`config.mk`:
```
export PLATFORM = sky130hd
export DESIGN_NAME = acr_regs
export DESIGN_NICKNAME = d
export VERILOG_FILES = /design/src/hw/acr_pkg.sv /design/src/hw/acr_regs.sv
export SDC_FILE = /design/constraint.sdc
export NUM_CORES = 1
export LEC_CHECK = 0
export ABC_AREA = 1
export BUFFER_PORTS_ARGS = -buffer_cell sky130_fd_sc_hd__buf_2
export CAP_MARGIN = 20
export CORE_AREA = 2 2 125 127
export DETAILED_ROUTE_END_ITERATION = 16
export DIE_AREA = 0 0 127 129
export HOLD_SLACK_MARGIN = 0.1
export MAX_ROUTING_LAYER = met4
export PLACE_DENSITY_LB_ADDON = 0.2
export SLEW_MARGIN = 20
export SYNTH_ARGS = -nofsm -noshare
export SYNTH_HDL_FRONTEND = slang
export SYNTH_SLANG_ARGS = --single-unit
```
`constraint.sdc`:
```
create_clock -name clk_sys -period 2.2 [get_ports clk_sys]
set_input_delay 0.22 -clock clk_sys [delete_from_list [all_inputs] [get_ports clk_sys]]
set_output_delay 0.22 -clock clk_sys [all_outputs]
set_load 0.02 [all_outputs]
```
`src/hw/acr_pkg.sv`:
```
// acr_pkg: constants and carrier types for the configuration/status bank
// assumes a host on a 16-bit parallel bus and fifo occupancy counts
package acr_pkg;
    // control register bit positions
    localparam int CFG_RX1_RATE = 0;
    localparam int CFG_LBL_MEM = 1;
    localparam int CFG_RX1_LBL_EN = 2;
    localparam int CFG_RX2_LBL_EN = 3;
    localparam int CFG_PAR_EN = 4;
    localparam int CFG_LOOP_N = 5;
    localparam int CFG_RX1_DEC_EN = 6;
    localparam int CFG_RX1_REF9 = 7;
    localparam int CFG_RX1_REF10 = 8;
    localparam int CFG_RX2_DEC_EN = 9;
    localparam int CFG_RX2_REF9 = 10;
    localparam int CFG_RX2_REF10 = 11;
    localparam int CFG_PAR_SENSE = 12;
    localparam int CFG_TX_RATE = 13;
    localparam int CFG_RX2_RATE = 14;
    localparam int CFG_BIT_MAP = 15;
    localparam logic [15:0] CFG_RESET = 16'h0000;
    // status register layout
    localparam int STAT_WIDTH = 9;
    localparam int STAT_PER_RX = 3;
    localparam int STAT_TX_EMPTY = 6;
    localparam int STAT_TX_FULL = 7;
    localparam int STAT_TX_HALF = 8;
    // fifo geometry
    localparam int FIFO_CNT_W = 6;
    localparam logic [5:0] FIFO_DEPTH = 6'h20;
    localparam logic [5:0] FIFO_HALF = 6'h10;
    // bit clock dividers
    localparam logic [6:0] DIV_FAST = 7'h0a;
    localparam logic [6:0] DIV_SLOW = 7'h50;
    localparam int NUM_RX = 2;

    typedef struct packed {
        logic match_en;
        logic dec_en;
        logic ref9;
        logic ref10;
        logic rate_slow;
    } acr_rx_cfg_t;

    typedef struct packed {
        logic par_en;
        logic par_sense;
        logic rate_slow;
    } acr_tx_cfg_t;
endpackage : acr_pkg

```
`src/hw/acr_regs.sv`:
```
// acr_regs: control and status register bank of the dual-receiver,
// single-transmitter serial interface, with bit-rate enables, word filter,
// transmit parity, loopback steering and host bit mapping.
// assumes host strobes are synchronous to clk_sys; fifo counts come in.
//
// Contract
// - config write strobe low loads all 16 bus bits into control register
// - read strobe low with select high drives control register onto bus
// - per-channel rate bit picks clock/10 when clear, clock/80 when set
// - label memory bit routes load strobes and read enables to label memory
// - drop received words failing enabled label or bit 9/10 checks
// - parity enable puts parity in bit 32, otherwise host data bit
// - parity sense clear gives odd parity, set gives even
// - self test bit clear loops transmitter outputs into receivers
// - receiver one decoder compares bits 9,10 with its reference bits
// - receiver two decoder compares bits 9,10 with its own reference bits
// - format bit chooses between two word-to-half-word bit mappings
// - read strobe low with select low puts nine status bits on bus
// - status read drives bus bits above the nine status bits to zero
// - data-ready bit set while fifo nonempty; pin inverted
// - half-full bit set at sixteen or more words; pin inverted
// - full bit set while fifo full; pin inverted
// - transmit empty bit set when transmit fifo holds no words
// - transmit full bit set while fifo full; pin inverted
// - transmit half-full bit set at sixteen or more words; pin inverted
`timescale 1ns/10ps
module acr_regs (
    // clock and reset
    input wire logic clk_sys,
    input wire logic sys_rst,
    // host bus
    input wire logic config_write_strobe_n,
    input wire logic register_read_strobe_n,
    input wire logic half_select,
    input wire logic [15:0] host_data_bus_in,
    output logic [15:0] host_data_bus_out,
    output logic host_data_bus_oe_n,
    // host word strobes
    input wire logic tx_load_low_half_n,
    input wire logic tx_load_high_half_n,
    input wire logic rx_one_read_enable_n,
    input wire logic rx_two_read_enable_n,
    // fifo occupancy
    input wire logic [5:0] rx_one_count,
    input wire logic [5:0] rx_two_count,
    input wire logic [5:0] tx_count,
    // status pins, active low
    output logic rx_one_ready_pin,
    output logic rx_two_ready_pin,
    output logic rx_one_half_pin,
    output logic rx_two_half_pin,
    output logic rx_one_full_pin,
    output logic rx_two_full_pin,
    output logic tx_full_pin,
    output logic tx_half_pin,
    // bit-rate enables
    output logic rx_one_bit_en,
    output logic rx_two_bit_en,
    output logic tx_bit_en,
    // received word filter
    input wire logic [31:0] rx_one_word,
    input wire logic [31:0] rx_two_word,
    input wire logic rx_one_label_hit,
    input wire logic rx_two_label_hit,
    output logic rx_one_accept,
    output logic rx_two_accept,
    // transmit word bit 32
    input wire logic [31:0] tx_word,
    output logic tx_bit32,
    // serial loopback
    input wire logic [1:0] serial_line_outputs,
    input wire logic [1:0] rx_one_line_in,
    input wire logic [1:0] rx_two_line_in,
    output logic [1:0] rx_one_logic_in,
    output logic [1:0] rx_two_logic_in,
    // label memory steering
    output logic lbl_mem_write_low,
    output logic lbl_mem_write_high,
    output logic lbl_mem_read_one,
    output logic lbl_mem_read_two,
    output logic tx_fifo_load_low,
    output logic tx_fifo_load_high,
    output logic rx_one_fifo_read,
    output logic rx_two_fifo_read,
    // bit mapping, both directions
    input wire logic [31:0] map_word_in,
    input wire logic [15:0] map_half_low,
    input wire logic [15:0] map_half_high,
    output logic [15:0] map_byte1_out,
    output logic [15:0] map_byte2_out,
    output logic [31:0] map_word_out
);
    logic [15:0] cfg_r, cfg_nxt;
    logic [15:0] dout_r, dout_nxt;
    logic oe_n_r, oe_n_nxt;
    logic [8:0] stat;
    logic [6:0] div_r [3], div_nxt [3];
    logic [2:0] bit_en_r, bit_en_nxt;
    logic [2:0] slow;
    logic [5:0] cnt [3];
    acr_pkg::acr_rx_cfg_t rx_cfg [2];
    acr_pkg::acr_tx_cfg_t tx_cfg;
    logic [1:0] dec_ok, lbl_ok;
    logic [31:0] rx_w [2];

    // control register
    always_comb begin
        cfg_nxt = cfg_r;
        if (!config_write_strobe_n)
            cfg_nxt = host_data_bus_in;
    end
    always_ff @(posedge clk_sys) begin
        if (sys_rst)
            cfg_r <= acr_pkg::CFG_RESET;
        else
            cfg_r <= cfg_nxt;
    end

    assign rx_cfg[0] = '{cfg_r[acr_pkg::CFG_RX1_LBL_EN],
        cfg_r[acr_pkg::CFG_RX1_DEC_EN], cfg_r[acr_pkg::CFG_RX1_REF9],
        cfg_r[acr_pkg::CFG_RX1_REF10], cfg_r[acr_pkg::CFG_RX1_RATE]};
    assign rx_cfg[1] = '{cfg_r[acr_pkg::CFG_RX2_LBL_EN],
        cfg_r[acr_pkg::CFG_RX2_DEC_EN], cfg_r[acr_pkg::CFG_RX2_REF9],
        cfg_r[acr_pkg::CFG_RX2_REF10], cfg_r[acr_pkg::CFG_RX2_RATE]};
    assign tx_cfg = '{cfg_r[acr_pkg::CFG_PAR_EN],
        cfg_r[acr_pkg::CFG_PAR_SENSE], cfg_r[acr_pkg::CFG_TX_RATE]};

    // status from live fifo counts
    assign cnt[0] = rx_one_count;
    assign cnt[1] = rx_two_count;
    assign cnt[2] = tx_count;
    assign rx_w[0] = rx_one_word;
    assign rx_w[1] = rx_two_word;
    assign slow = {tx_cfg.rate_slow, rx_cfg[1].rate_slow,
        rx_cfg[0].rate_slow};

    genvar g;
    generate
        for (g = 0; g < acr_pkg::NUM_RX; g++) begin : g_rx
            assign stat[g*3] = (cnt[g] != 6'h00);
            assign stat[g*3+1] = (cnt[g] >= acr_pkg::FIFO_HALF);
            assign stat[g*3+2] = (cnt[g] == acr_pkg::FIFO_DEPTH);
            // bit 9 is index 8, bit 10 index 9 of the 32-bit word
            assign dec_ok[g] = !rx_cfg[g].dec_en ||
                ((rx_w[g][8] == rx_cfg[g].ref9) &&
                 (rx_w[g][9] == rx_cfg[g].ref10));
        end
        for (g = 0; g < 3; g++) begin : g_div
            always_comb begin
                div_nxt[g] = div_r[g] + 7'h01;
                bit_en_nxt[g] = 1'b0;
                if (div_r[g] >= (slow[g] ? acr_pkg::DIV_SLOW
                                         : acr_pkg::DIV_FAST) - 7'h01) begin
                    div_nxt[g] = 7'h00;
                    bit_en_nxt[g] = 1'b1;
                end
            end
            always_ff @(posedge clk_sys) begin
                if (sys_rst) begin
                    div_r[g] <= 7'h00;
                    bit_en_r[g] <= 1'b0;
                end else begin
                    div_r[g] <= div_nxt[g];
                    bit_en_r[g] <= bit_en_nxt[g];
                end
            end
        end
    endgenerate
    assign stat[acr_pkg::STAT_TX_EMPTY] = (tx_count == 6'h00);
    assign stat[acr_pkg::STAT_TX_FULL] =
        (tx_count == acr_pkg::FIFO_DEPTH);
    assign stat[acr_pkg::STAT_TX_HALF] =
        (tx_count >= acr_pkg::FIFO_HALF);

    assign rx_one_bit_en = bit_en_r[0];
    assign rx_two_bit_en = bit_en_r[1];
    assign tx_bit_en = bit_en_r[2];

    // pins are the inverse of their status bits
    assign rx_one_ready_pin = !stat[0];
    assign rx_one_half_pin = !stat[1];
    assign rx_one_full_pin = !stat[2];
    assign rx_two_ready_pin = !stat[3];
    assign rx_two_half_pin = !stat[4];
    assign rx_two_full_pin = !stat[5];
    assign tx_full_pin = !stat[acr_pkg::STAT_TX_FULL];
    assign tx_half_pin = !stat[acr_pkg::STAT_TX_HALF];

    // word filter
    assign lbl_ok[0] = !rx_cfg[0].match_en || rx_one_label_hit;
    assign lbl_ok[1] = !rx_cfg[1].match_en || rx_two_label_hit;
    assign rx_one_accept = lbl_ok[0] && dec_ok[0];
    assign rx_two_accept = lbl_ok[1] && dec_ok[1];

    // transmit bit 32: parity over bits 1..31 or host data
    assign tx_bit32 = tx_cfg.par_en ?
        (^tx_word[30:0]) ^ !tx_cfg.par_sense : tx_word[31];

    // loopback when self-test bit is clear
    assign rx_one_logic_in = cfg_r[acr_pkg::CFG_LOOP_N] ?
        rx_one_line_in : serial_line_outputs;
    assign rx_two_logic_in = cfg_r[acr_pkg::CFG_LOOP_N] ?
        rx_two_line_in : serial_line_outputs;

    // label memory steering
    assign lbl_mem_write_low = cfg_r[acr_pkg::CFG_LBL_MEM] &&
        !tx_load_low_half_n;
    assign lbl_mem_write_high = cfg_r[acr_pkg::CFG_LBL_MEM] &&
        !tx_load_high_half_n;
    assign lbl_mem_read_one = cfg_r[acr_pkg::CFG_LBL_MEM] &&
        !rx_one_read_enable_n;
    assign lbl_mem_read_two = cfg_r[acr_pkg::CFG_LBL_MEM] &&
        !rx_two_read_enable_n && rx_one_read_enable_n;
    assign tx_fifo_load_low = !cfg_r[acr_pkg::CFG_LBL_MEM] &&
        !tx_load_low_half_n;
    assign tx_fifo_load_high = !cfg_r[acr_pkg::CFG_LBL_MEM] &&
        !tx_load_high_half_n;
    assign rx_one_fifo_read = !cfg_r[acr_pkg::CFG_LBL_MEM] &&
        !rx_one_read_enable_n;
    assign rx_two_fifo_read = !cfg_r[acr_pkg::CFG_LBL_MEM] &&
        !rx_two_read_enable_n && rx_one_read_enable_n;

    // bit mapping; format 0 reverses label and swaps fields
    always_comb begin
        if (cfg_r[acr_pkg::CFG_BIT_MAP]) begin
            map_byte1_out = map_word_in[15:0];
            map_byte2_out = map_word_in[31:16];
            map_word_out = {map_half_high, map_half_low};
        end else begin
            map_byte1_out = {map_word_in[12:8], map_word_in[30:29],
                map_word_in[31], map_word_in[0], map_word_in[1],
                map_word_in[2], map_word_in[3], map_word_in[4],
                map_word_in[5], map_word_in[6], map_word_in[7]};
            map_byte2_out = map_word_in[28:13];
            map_word_out = {map_half_low[8], map_half_low[10:9],
                map_half_high, map_half_low[15:11], map_half_low[0],
                map_half_low[1], map_half_low[2], map_half_low[3],
                map_half_low[4], map_half_low[5], map_half_low[6],
                map_half_low[7]};
        end
    end

    // register read port
    always_comb begin
        dout_nxt = dout_r;
        oe_n_nxt = 1'b1;
        if (!register_read_strobe_n) begin
            oe_n_nxt = 1'b0;
            if (half_select)
                dout_nxt = cfg_r;
            else
                dout_nxt = {7'h00, stat};
        end
    end
    always_ff @(posedge clk_sys) begin
        if (sys_rst) begin
            dout_r <= 16'h0000;
            oe_n_r <= 1'b1;
        end else begin
            dout_r <= dout_nxt;
            oe_n_r <= oe_n_nxt;
        end
    end
    assign host_data_bus_out = dout_r;
    assign host_data_bus_oe_n = oe_n_r;

    cfg_load_a: assert property (@(posedge clk_sys)
        disable iff (sys_rst)
        !config_write_strobe_n |=> cfg_r == $past(host_data_bus_in))
        else $error("control register missed write");
    cfg_hold_a: assert property (@(posedge clk_sys)
        disable iff (sys_rst)
        config_write_strobe_n |=> $stable(cfg_r))
        else $error("control register changed without write");
    cfg_read_a: assert property (@(posedge clk_sys)
        disable iff (sys_rst)
        !register_read_strobe_n && half_select && config_write_strobe_n
        |=> !host_data_bus_oe_n && host_data_bus_out == cfg_r)
        else $error("control read wrong");
    stat_read_a: assert property (@(posedge clk_sys)
        disable iff (sys_rst)
        !register_read_strobe_n && !half_select
        |=> !host_data_bus_oe_n && host_data_bus_out[15:9] == 7'h00
            && host_data_bus_out[8:0] == $past(stat))
        else $error("status read wrong");
    ready_pin_a: assert property (@(posedge clk_sys)
        disable iff (sys_rst)
        rx_one_ready_pin == (rx_one_count == 6'h00))
        else $error("ready pin wrong");
    half_pin_a: assert property (@(posedge clk_sys)
        disable iff (sys_rst)
        rx_two_half_pin == (rx_two_count < acr_pkg::FIFO_HALF))
        else $error("half pin wrong");
    full_pin_a: assert property (@(posedge clk_sys)
        disable iff (sys_rst)
        tx_full_pin == (tx_count != acr_pkg::FIFO_DEPTH))
        else $error("tx full pin wrong");
    // next pulse ten clocks after the last when fast rate is in force
    fast_rate_a: assert property (@(posedge clk_sys)
        disable iff (sys_rst)
        $rose(tx_bit_en) ##9 !cfg_r[acr_pkg::CFG_TX_RATE] |=> tx_bit_en)
        else $error("fast bit rate wrong");
    loop_a: assert property (@(posedge clk_sys)
        disable iff (sys_rst)
        !cfg_r[acr_pkg::CFG_LOOP_N]
        |-> rx_one_logic_in == serial_line_outputs)
        else $error("loopback wrong");
    parity_a: assert property (@(posedge clk_sys)
        disable iff (sys_rst)
        cfg_r[acr_pkg::CFG_PAR_EN]
        |-> ^{tx_bit32, tx_word[30:0]} == !cfg_r[acr_pkg::CFG_PAR_SENSE])
        else $error("parity wrong");
endmodule : acr_regs

```
### Yosys cells after proc, flatten, opt, wreduce, memory -nomap -nowiden

Memories as Yosys holds them, arrays and structs flattened.
Index checks and enable logic that the tools add are counted.

| storage, ports and cells | value |
|---|---|
| flip-flop bits (word level) | 36 |
| RAM bits | 21 |
| input port bits | 211 |
| output and inout port bits | 107 |
| logic and storage cells | 93 |
| memories | 1 |

| operators by class | value |
|---|---|
| $add $sub $neg | 6 |
| magnitude comparators | 6 |
| eq/ne operators | 7 |
| mux-type cells | 23 |
| bitwise operators | 4 |
| reduce and logical (&&, ||, !) cells | 40 |

Memories:

| name | words | width | rd ports | clocked after Yosys merged registers in | wr ports | RTL line | source |
|---|---|---|---|---|---|---|---|
| div_r | 3 | 7 | 3 | 0 | 3 | acr_regs.sv:97 | `logic [6:0] div_r [3], div_nxt [3];` |

Operators with widths:

| operator | count |
|---|---|
| 7-bit two-way mux | 9 |
| 16-bit two-way mux | 3 |
| 32-bit two-way mux | 1 |
| 31-bit parity | 1 |
| 7-bit by 1-bit adder with 7-bit output (second input constant) | 3 |
| 7-bit >= comparator | 3 |
| 7-bit by 1-bit subtractor with 7-bit output (second input constant) | 3 |
| 6-bit equality test (second input constant) | 3 |
| 6-bit by 5-bit >= comparator with 1-bit output (second input constant) | 3 |
| 1-bit zero test | 18 |
| 1-bit logical AND | 14 |
| 6-bit nonzero test | 2 |
| 1-bit two-way mux | 8 |
| 6-bit zero test | 1 |
| 1-bit equality test | 4 |
| 1-bit logical OR | 4 |
| 2-bit two-way mux | 2 |
| 1-bit OR | 3 |
| 1-bit bitwise XOR | 1 |

### Depth between registers and ports, before layout

Gate-level depths: netlist of the first run.

| logic depth | value |
|---|---|
| depth after elaboration | 5 |
| gate-level depth with buffers | 15 |

### Least setup slack after synthesis of the first run

No wires, ideal clock.

| timing | value |
|---|---|
| kind | reg2reg |
| start | register cfg_r[0] |
| end | memory div_r[0][2] |
| setup time | 80 ps |
| arrival time | 1454 ps |
| data required time | 2120 ps |
| setup slack | 666 ps |
| cell stages (with the launch flop) | 9 |
| period minus slack after synthesis | 1534 ps |
| path through | dfxtp_1 > inv_1 > ha_1 > a21o_1 > a21oi_1 > o21ai_1 > a21oi_1 > nand2_1 > nor3b_1 |

RTL lines:

| item | RTL line | source |
|---|---|---|
| from (decl) | acr_regs.sv:93 | `logic [15:0] cfg_r, cfg_nxt;` |
| from (signal assigned) | acr_regs.sv:114 | `cfg_r <= acr_pkg::CFG_RESET;` |
| from (signal assigned) | acr_regs.sv:116 | `cfg_r <= cfg_nxt;` |
| to (decl) | acr_regs.sv:97 |  |

### Worst setup path after layout of the first run

| timing | value |
|---|---|
| start | register cfg_r[15] |
| end | output port map_byte2_out[3] |

| on the way | value |
|---|---|
| cells in the longest elaborated chain, start to end | 1 |

RTL lines:

| item | RTL line | source |
|---|---|---|
| 16-bit two-way mux | acr_regs.sv:225 | `if (cfg_r[acr_pkg::CFG_BIT_MAP]) begin` |
| to (decl) | acr_regs.sv:90 | `output logic [15:0] map_byte2_out,` |

Every way passes these cells.

==> results.rst, run 1 <==
.. list-table::
   :header-rows: 1

   * - Metric
     - Value
   * - Clock Sinks
     - between 50 and 60
   * - Launching element type of the critical path
     - flip-flop
   * - Die Outline Area
     - 16,400 sq um
   * - Routed via count divided by cell count
     - approximately 4.3
   * - Synth Area in Adders
     - 0.0386
   * - CTS H-Tree Depth
     - 3
   * - Logic depth of the worst register-to-register path
     - 8
   * - Slowest cell delay on critical path
     - 0.59 ns
   * - Clock transition at the registers of the reported paths
     - 0.05 ns
   * - Count of routing violations after the opening detailed-route iteration
     - slightly below 90
   * - Flop and latch count out of synthesis
     - 57
   * - Routed length per instance
     - 12.2 um
   * - Post-synthesis net count
     - approximately 860
   * - Dominant combinational cell family by area after synthesis
     - simple AND/OR/NAND/NOR gates
   * - Critical Path RT
     - around 2 ns
   * - Most Used Layer, Global Route
     - met2
   * - Clock latency at the later pin of the worst-skew pair
     - approximately 0.32 ns
   * - Final Max Slew Viols
     - 0
   * - Total Routing Usage GR
     - 0.160
   * - Syn_area_per_cell
     - 6.08 sq um
   * - Multiplexer share of the synthesized area
     - 0.0116
   * - Remaining max-slew budget at the tightest pin
     - 0.536
   * - Setup_tns
     - 0 ns
   * - Largest clock skew in the final design
     - between 0.004 and 0.005 ns
   * - Final worst-path cycle share
     - 0.869
   * - Share of synthesized cell area in and, or, nand and nor gates
     - 0.312
   * - Cell row count
     - between 40 and 50
   * - Number of remaining DRC errors
     - 0
   * - Met2 GRT Util
     - 0.305
   * - Buffers inserted by post-CTS timing repair
     - 0
   * - Leading cell type in the layout, fill and taps excluded
     - sky130_fd_sc_hd__buf_2
   * - Sum of routed wire length over all layers
     - between 10,000 and 15,000 um
   * - Power density over cell area
     - 639 nW/um^2
   * - Worst setup margin
     - about 0.29 ns
   * - Tightest Hold Check Type
     - primary input to flip-flop
   * - Commonest cells after routing, fill and taps aside
     - sky130_fd_sc_hd__buf_2, sky130_fd_sc_hd__nand2_1, sky130_fd_sc_hd__nor2_1
   * - Wire length of the first global-routing pass
     - roughly 20,000 um
   * - Distinct cell type count of the synthesized netlist
     - 27
   * - Leakage power total
     - 3.10 nW
   * - Worst-case clock buffer depth
     - 2
   * - TritonCTS clock tree
     - done
   * - Type of the setup path with the least slack
     - flip-flop to primary output
   * - Largest net degree at the start of global routing
     - between 50 and 60
   * - Number of warning messages in the yosys log
     - 0
   * - Resized Gates After CTS
     - 0
   * - RePlAce Congestion
     - 0.778
   * - Post-synthesis share of cell area spent on xor and xnor gates
     - 0.0675
   * - Number of maximum-capacitance violations
     - 0
   * - Cell-by-cell listing of the critical path
     - buf_12, mux2_2, buf_2
   * - Register area share after synthesis
     - 0.293
   * - GR Util met3
     - 0.0466
   * - Post-synthesis instance total
     - 640
   * - Post-synth design cell area
     - about 4000 sq um
   * - Count of final hold-check violations
     - 0
   * - Initial antenna violation count
     - 1
   * - Final setup fails
     - 0
   * - Run status
     - finished, final reports clean
   * - Ports
     - roughly 320
   * - Post-detailed-placement half-perimeter wirelength
     - 10,800 um
   * - Kind of end point of the critical path
     - primary output
   * - Area fraction in compound gates after synthesis
     - 0.173
   * - Fraction of final layout cells with drive strength greater than 1
     - 0.319
   * - Actual transition at the worst max-transition pin
     - a little under 0.7 ns
   * - Largest fanout on the critical path
     - 52
   * - Critical-path cell with the highest stage delay
     - sky130_fd_sc_hd__dfxtp_4
   * - Slack of the worst reg-to-reg path
     - between 0.4 and 0.5 ns
   * - Y dimension of the die
     - 129 um
   * - Routing usage on met1
     - 0.166
   * - Count of buffers from port buffering
     - about 260
   * - Share of the core filled with cells in the final layout
     - 0.382
   * - Via total after detailed routing
     - between 4,000 and 5,000
   * - Core ar.
     - around 15,000 sq um
   * - Clock root buffer
     - sky130_fd_sc_hd__clkbuf_16
   * - Die width
     - between 100 and 150 um
   * - Initial standard-cell utilization of the core
     - 0.260
   * - First-pass iteration count of the detailed router
     - 4
   * - Post-layout net count
     - ~1,100
   * - Total of hold buffers inserted after clock tree synthesis
     - 1
   * - Hold Path Cell Cnt
     - 3
   * - Worst-case vdd ir drop
     - roughly 0.34 mV
   * - Arrival time reported for the critical path endpoint
     - between 1.5 and 2 ns
   * - Overflow left after global routing
     - 0
   * - Pre-CTS WS
     - 0.409 ns
   * - Via count of the first global-routing pass
     - ~4,200
   * - Area grow syn2layout
     - 47.1%
   * - Setup repair after global routing missed its margin
     - false
   * - Maximum operating frequency
     - 523 MHz
   * - Post-route ant nets
     - 0
   * - Period minus WS final
     - ~1.9 ns
   * - Inserted Clock Buffers
     - 9
## cell type report
class	count	area, sq um
Fill cell	1671	9250
Multi-Input combinational cell	477	2350
Timing Repair Buffer	264	1350
Sequential cell	57	1140
Inverter	83	312
Clock buffer	11	253
Tap cell	188	235
Clock inverter	5	77.6
Antenna cell	1	2.50
## flip-flops by register name, summed over array words and instances (netlist names)
register / flops
rx_two_bit_en: 1
host_data_bus_out: 16
cfg_r: 16
tx_bit_en: 1
host_data_bus_oe_n: 1
div_r: 21
rx_one_bit_en: 1
## routing by layer
layer  vias to the layer above  part of all wire
li1                       2540                 -
met1                      1998              0.40
met2                       159              0.52
met3                         8             0.075
met4                         0            0.0074
met5                         -                 0
## final timing paths
path / start / endpoint
setup / recovery: cfg_r[15]$_SDFFE_PP0N_ / map_byte2_out[3]
hold / removal: host_data_bus_in[10] / cfg_r[10]$_SDFFE_PP0N_
setup reg to reg: cfg_r[13]$_SDFFE_PP0N_ / div_r[2][2]$_SDFF_PP0_
hold reg to reg: div_r[2][0]$_SDFF_PP0_ / div_r[2][0]$_SDFF_PP0_
## logic make-up after synthesis
family                     count (synthesis)
xor gates and xnor gates                  30
adders and majority gates                 12
buffers and inverters                    106
DFF                                       57
muxes                                      4
AOI/OAI and AO/OA                        129
and+or+nand+nor                          302
## metrics by stage
stage | power, mW | area (sq um) | hold slack [ns] | std cells
after floorplan | 1.76 | 3890 | 0.292 | 640
after global placement | 2.17 | 5380 | 0.439 | 1068
after detailed placement | 2.17 | 5380 | 0.438 | 1068
after CTS | 3.72 | 5720 | 0.122 | 1085
after global routing | 3.87 | 5720 | 0.155 | 1086
final | 3.66 | 5720 | 0.136 | 1086
## synthesized netlist by cell type
cell type	number	area share
sky130_fd_sc_hd__nor2_1	87	0.084
sky130_fd_sc_hd__nand2_1	168	0.16
sky130_fd_sc_hd__o211ai_1	2	0.0039
sky130_fd_sc_hd__nor3b_1	2	0.0039
sky130_fd_sc_hd__clkbuf_1	16	0.015
sky130_fd_sc_hd__nor3_1	8	0.010
sky130_fd_sc_hd__mux2_2	4	0.012
sky130_fd_sc_hd__buf_1	1	0.00096
sky130_fd_sc_hd__nand3_1	30	0.039
sky130_fd_sc_hd__xor2_1	15	0.034
sky130_fd_sc_hd__a21oi_1	48	0.062
sky130_fd_sc_hd__inv_1	79	0.076
sky130_fd_sc_hd__a22oi_1	2	0.0039
sky130_fd_sc_hd__nand3b_1	3	0.0058
sky130_fd_sc_hd__nand2_4	1	0.0029
sky130_fd_sc_hd__o21ai_1	1	0.0013
sky130_fd_sc_hd__buf_2	6	0.0077
sky130_fd_sc_hd__o21ai_0	68	0.087
sky130_fd_sc_hd__o22ai_1	2	0.0032
sky130_fd_sc_hd__nor4_1	3	0.0048
sky130_fd_sc_hd__ha_1	12	0.039
sky130_fd_sc_hd__xnor2_1	15	0.034
sky130_fd_sc_hd__clkinv_1	3	0.0029
sky130_fd_sc_hd__o31ai_1	3	0.0058
sky130_fd_sc_hd__a21o_1	3	0.0058
sky130_fd_sc_hd__inv_2	1	0.00096
sky130_fd_sc_hd__dfxtp_1	57	0.29
## power by group
part	switching (mW)	total (mW)	internal (mW)
combinational	0.618	1.01	0.389
sequential	0.0492	1.13	1.08
clock	0.471	1.52	1.05
total	1.14	3.66	2.52
## worst max-delay path, delay by kind of cell (launching register included)
kind	cells	cell delay (ns)
DFF	1	0.59
buffers and inverters	2	0.43
muxes	1	0.35
No activity file was read; power rests on OpenSTA's default activity.
==> run 2: changes to the inputs <==
REMOVE_ABC_BUFFERS = 1   (was default)
==> results.rst, run 2 (same netlist as run 1, synthesis figures left out) <==
.. list-table::
   :header-rows: 1

   * - Metric
     - Value
   * - Clock root buffer
     - sky130_fd_sc_hd__clkbuf_16
   * - Final Max Slew Viols
     - 0
   * - Resized Gates After CTS
     - 0
   * - Tightest Hold Check Type
     - primary input to flip-flop
   * - Number of maximum-capacitance violations
     - 0
   * - Post-detailed-placement half-perimeter wirelength
     - between 10,000 and 15,000 um
   * - Via total after detailed routing
     - approximately 4,600
   * - Slack of the worst reg-to-reg path
     - 0.41 ns
   * - Y dimension of the die
     - 129 um
   * - Routed length per instance
     - roughly 12 um
   * - Overflow left after global routing
     - 0
   * - Number of diodes
     - 0
   * - Count of final hold-check violations
     - 0
   * - Total Routing Usage GR
     - 0.160
   * - Reg2Reg Capture Point
     - div_r[0][3]$_SDFF_PP0_
   * - Overall power
     - ~3.5 mW
   * - Sum of routed wire length over all layers
     - around 13,000 um
   * - Worst setup margin
     - roughly 0.38 ns
   * - Remaining max-slew budget at the tightest pin
     - 0.577
   * - Count of routing violations after the opening detailed-route iteration
     - 194
   * - Inserted Clock Buffers
     - 9
   * - Final setup fails
     - 0
   * - Timing endpoint of the critical path
     - map_byte1_out[7]
   * - Layout filler cell count
     - 1,634
   * - Biggest register
     - div_r
   * - Via count of the first global-routing pass
     - between 4,000 and 5,000
   * - Startpoint of the worst setup timing path
     - cfg_r[15]$_SDFFE_PP0N_
   * - Period minus WS final
     - around 1.8 ns
   * - Launching element type of the critical path
     - flip-flop
   * - Die width
     - about 130 um
   * - Die Outline Area
     - approximately 16,000 sq um
   * - Wire length of the first global-routing pass
     - roughly 20,000 um
   * - Largest net degree at the start of global routing
     - 49
   * - Fraction of final layout cells with drive strength greater than 1
     - 0.318
   * - Max FFs per register
     - 21
   * - Actual transition at the worst max-transition pin
     - ~0.63 ns
   * - CTS H-Tree Depth
     - 3
   * - Commonest cells after routing, fill and taps aside
     - sky130_fd_sc_hd__buf_2, sky130_fd_sc_hd__nand2_1, sky130_fd_sc_hd__nor2_1
   * - Cell row count
     - between 40 and 50
   * - Critical Path RT
     - 1.98 ns
   * - Design Area, Final
     - between 5000 and 6000 sq um
   * - Slowest cell delay on critical path
     - around 0.60 ns
   * - Area grow syn2layout
     - 46.0%
   * - Logic depth of the worst register-to-register path
     - 8
   * - Initial standard-cell utilization of the core
     - 0.260
   * - Largest fanout on the critical path
     - 43
   * - Buffers inserted by post-CTS timing repair
     - 0
   * - Leakage power total
     - between 3 and 4 nW
   * - Ports
     - roughly 320
   * - Clock Sinks
     - 57
   * - Clock transition at the registers of the reported paths
     - 0.05 ns
   * - Final worst-path cycle share
     - 0.829
   * - Clock latency at the later pin of the worst-skew pair
     - about 0.32 ns
   * - RePlAce Congestion
     - roughly 0.81
   * - Count of buffers from port buffering
     - around 260
   * - Post-layout net count
     - 1,113
   * - First-pass iteration count of the detailed router
     - 4
   * - Number of remaining DRC errors
     - 0
   * - Critical-path cell with the highest stage delay
     - sky130_fd_sc_hd__dfxtp_4
   * - Maximum operating frequency
     - ~550 MHz
   * - Leading cell type in the layout, fill and taps excluded
     - sky130_fd_sc_hd__buf_2
   * - Total of hold buffers inserted after clock tree synthesis
     - 0
   * - Type of the setup path with the least slack
     - flip-flop to primary output
   * - Run status
     - finished, final reports clean
   * - Worst-case vdd ir drop
     - about 0.33 mV
   * - Critical register-to-register path startpoint
     - cfg_r[0]$_SDFFE_PP0N_
   * - Share of the core filled with cells in the final layout
     - 0.379
   * - Worst-case clock buffer depth
     - 2
   * - Kind of end point of the critical path
     - primary output
   * - Cell-by-cell listing of the critical path
     - buf_12, nor2_1, a21oi_1, buf_2
   * - Pre-CTS WS
     - roughly 0.45 ns
   * - Arrival time reported for the critical path endpoint
     - roughly 1.6 ns
   * - Power density over cell area
     - between 600 and 700 nW/um^2
   * - TritonCTS clock tree
     - done
   * - Initial antenna violation count
     - 0
   * - Core ar.
     - roughly 15,000 sq um
   * - Setup repair after global routing missed its margin
     - false
   * - Post-route ant nets
     - 0
   * - Routed via count divided by cell count
     - roughly 4.3
   * - DP Area
     - between 5000 and 6000 sq um
   * - Largest clock skew in the final design
     - about 0.0056 ns
==> run 2: cell count changes in the layout (fill, tap and decap cells not counted) <==
cell                            previous run  this run
sky130_fd_sc_hd__dlygate4sd3_1             1         0
sky130_fd_sc_hd__buf_4                     5         3
sky130_fd_sc_hd__diode_2                   1         0
sky130_fd_sc_hd__clkinv_4                  0         1
sky130_fd_sc_hd__clkinv_2                  2         3
sky130_fd_sc_hd__inv_6                     0         1
sky130_fd_sc_hd__clkbuf_8                  2         0
sky130_fd_sc_hd__bufinv_16                 2         1
sky130_fd_sc_hd__buf_12                    1         2
==> run 2: worst max-delay path, delay by kind of cell (launching register included) <==
family	cells	cell delay, ns
and+or+nand+nor	1	0.07
AOI/OAI and AO/OA	1	0.16
DFF	1	0.60
buffers and inverters	2	0.43
==> run 2: area by class of cell <==
| type | instances | area (sq um) | share of cell area |
|---|---|---|---|
| timing repair buffer | 262 | 1350 | 0.237 |
| inverter | 83 | 312 | 0.0548 |
| tap | 188 | 235 | 0.0414 |
| multi-input combinational | 477 | 2350 | 0.413 |
| clock inverter | 7 | 70.1 | 0.0123 |
| clock buffer | 9 | 225 | 0.0396 |
| sequential | 57 | 1140 | 0.201 |
==> run 2: worst min path at each step <==
stage / start / cells after the start / end / slack, ns
6_report: host_data_bus_in[10] / 3 / cfg_r[10]$_SDFFE_PP0N_ / 0.13
3_5_place_dp: div_r[1][0]$_SDFF_PP0_ / 1 / div_r[1][0]$_SDFF_PP0_ / 0.46
4_1_cts: host_data_bus_in[15] / 3 / cfg_r[15]$_SDFFE_PP0N_ / 0.12
3_3_place_gp: div_r[1][0]$_SDFF_PP0_ / 1 / div_r[1][0]$_SDFF_PP0_ / 0.45
2_1_floorplan: sys_rst / 1 / rx_one_bit_en$_SDFF_PP0_ / 0.29
5_1_grt: sys_rst / 2 / tx_bit_en$_SDFF_PP0_ / 0.14
==> run 2: stage by stage <==
stage | cells | hold slack [ns] | TNS [ns]
2_1_floorplan | 617 | 0.292 | -53.67
3_3_place_gp | 1067 | 0.448 | 0
3_5_place_dp | 1067 | 0.457 | 0
4_1_cts | 1083 | 0.124 | 0
5_1_grt | 1083 | 0.141 | 0
6_report | 1083 | 0.133 | 0
==> run 2: per-layer routing <==
metal	share of wire	wire, um	up-vias	GRT usage
li1	-	-	2540	-
met1	0.43	5740	1925	0.180
met2	0.47	6250	160	0.285
met3	0.076	1010	15	0.0370
met4	0.018	238	0	0.0459
met5	0	0	-	-
==> run 2: where the power goes <==
group	switching [mW]	total [mW]	internal, mW
clock network	0.493	1.37	0.874
registers	0.0508	1.13	1.08
logic	0.617	1.01	0.390
total	1.16	3.51	2.35
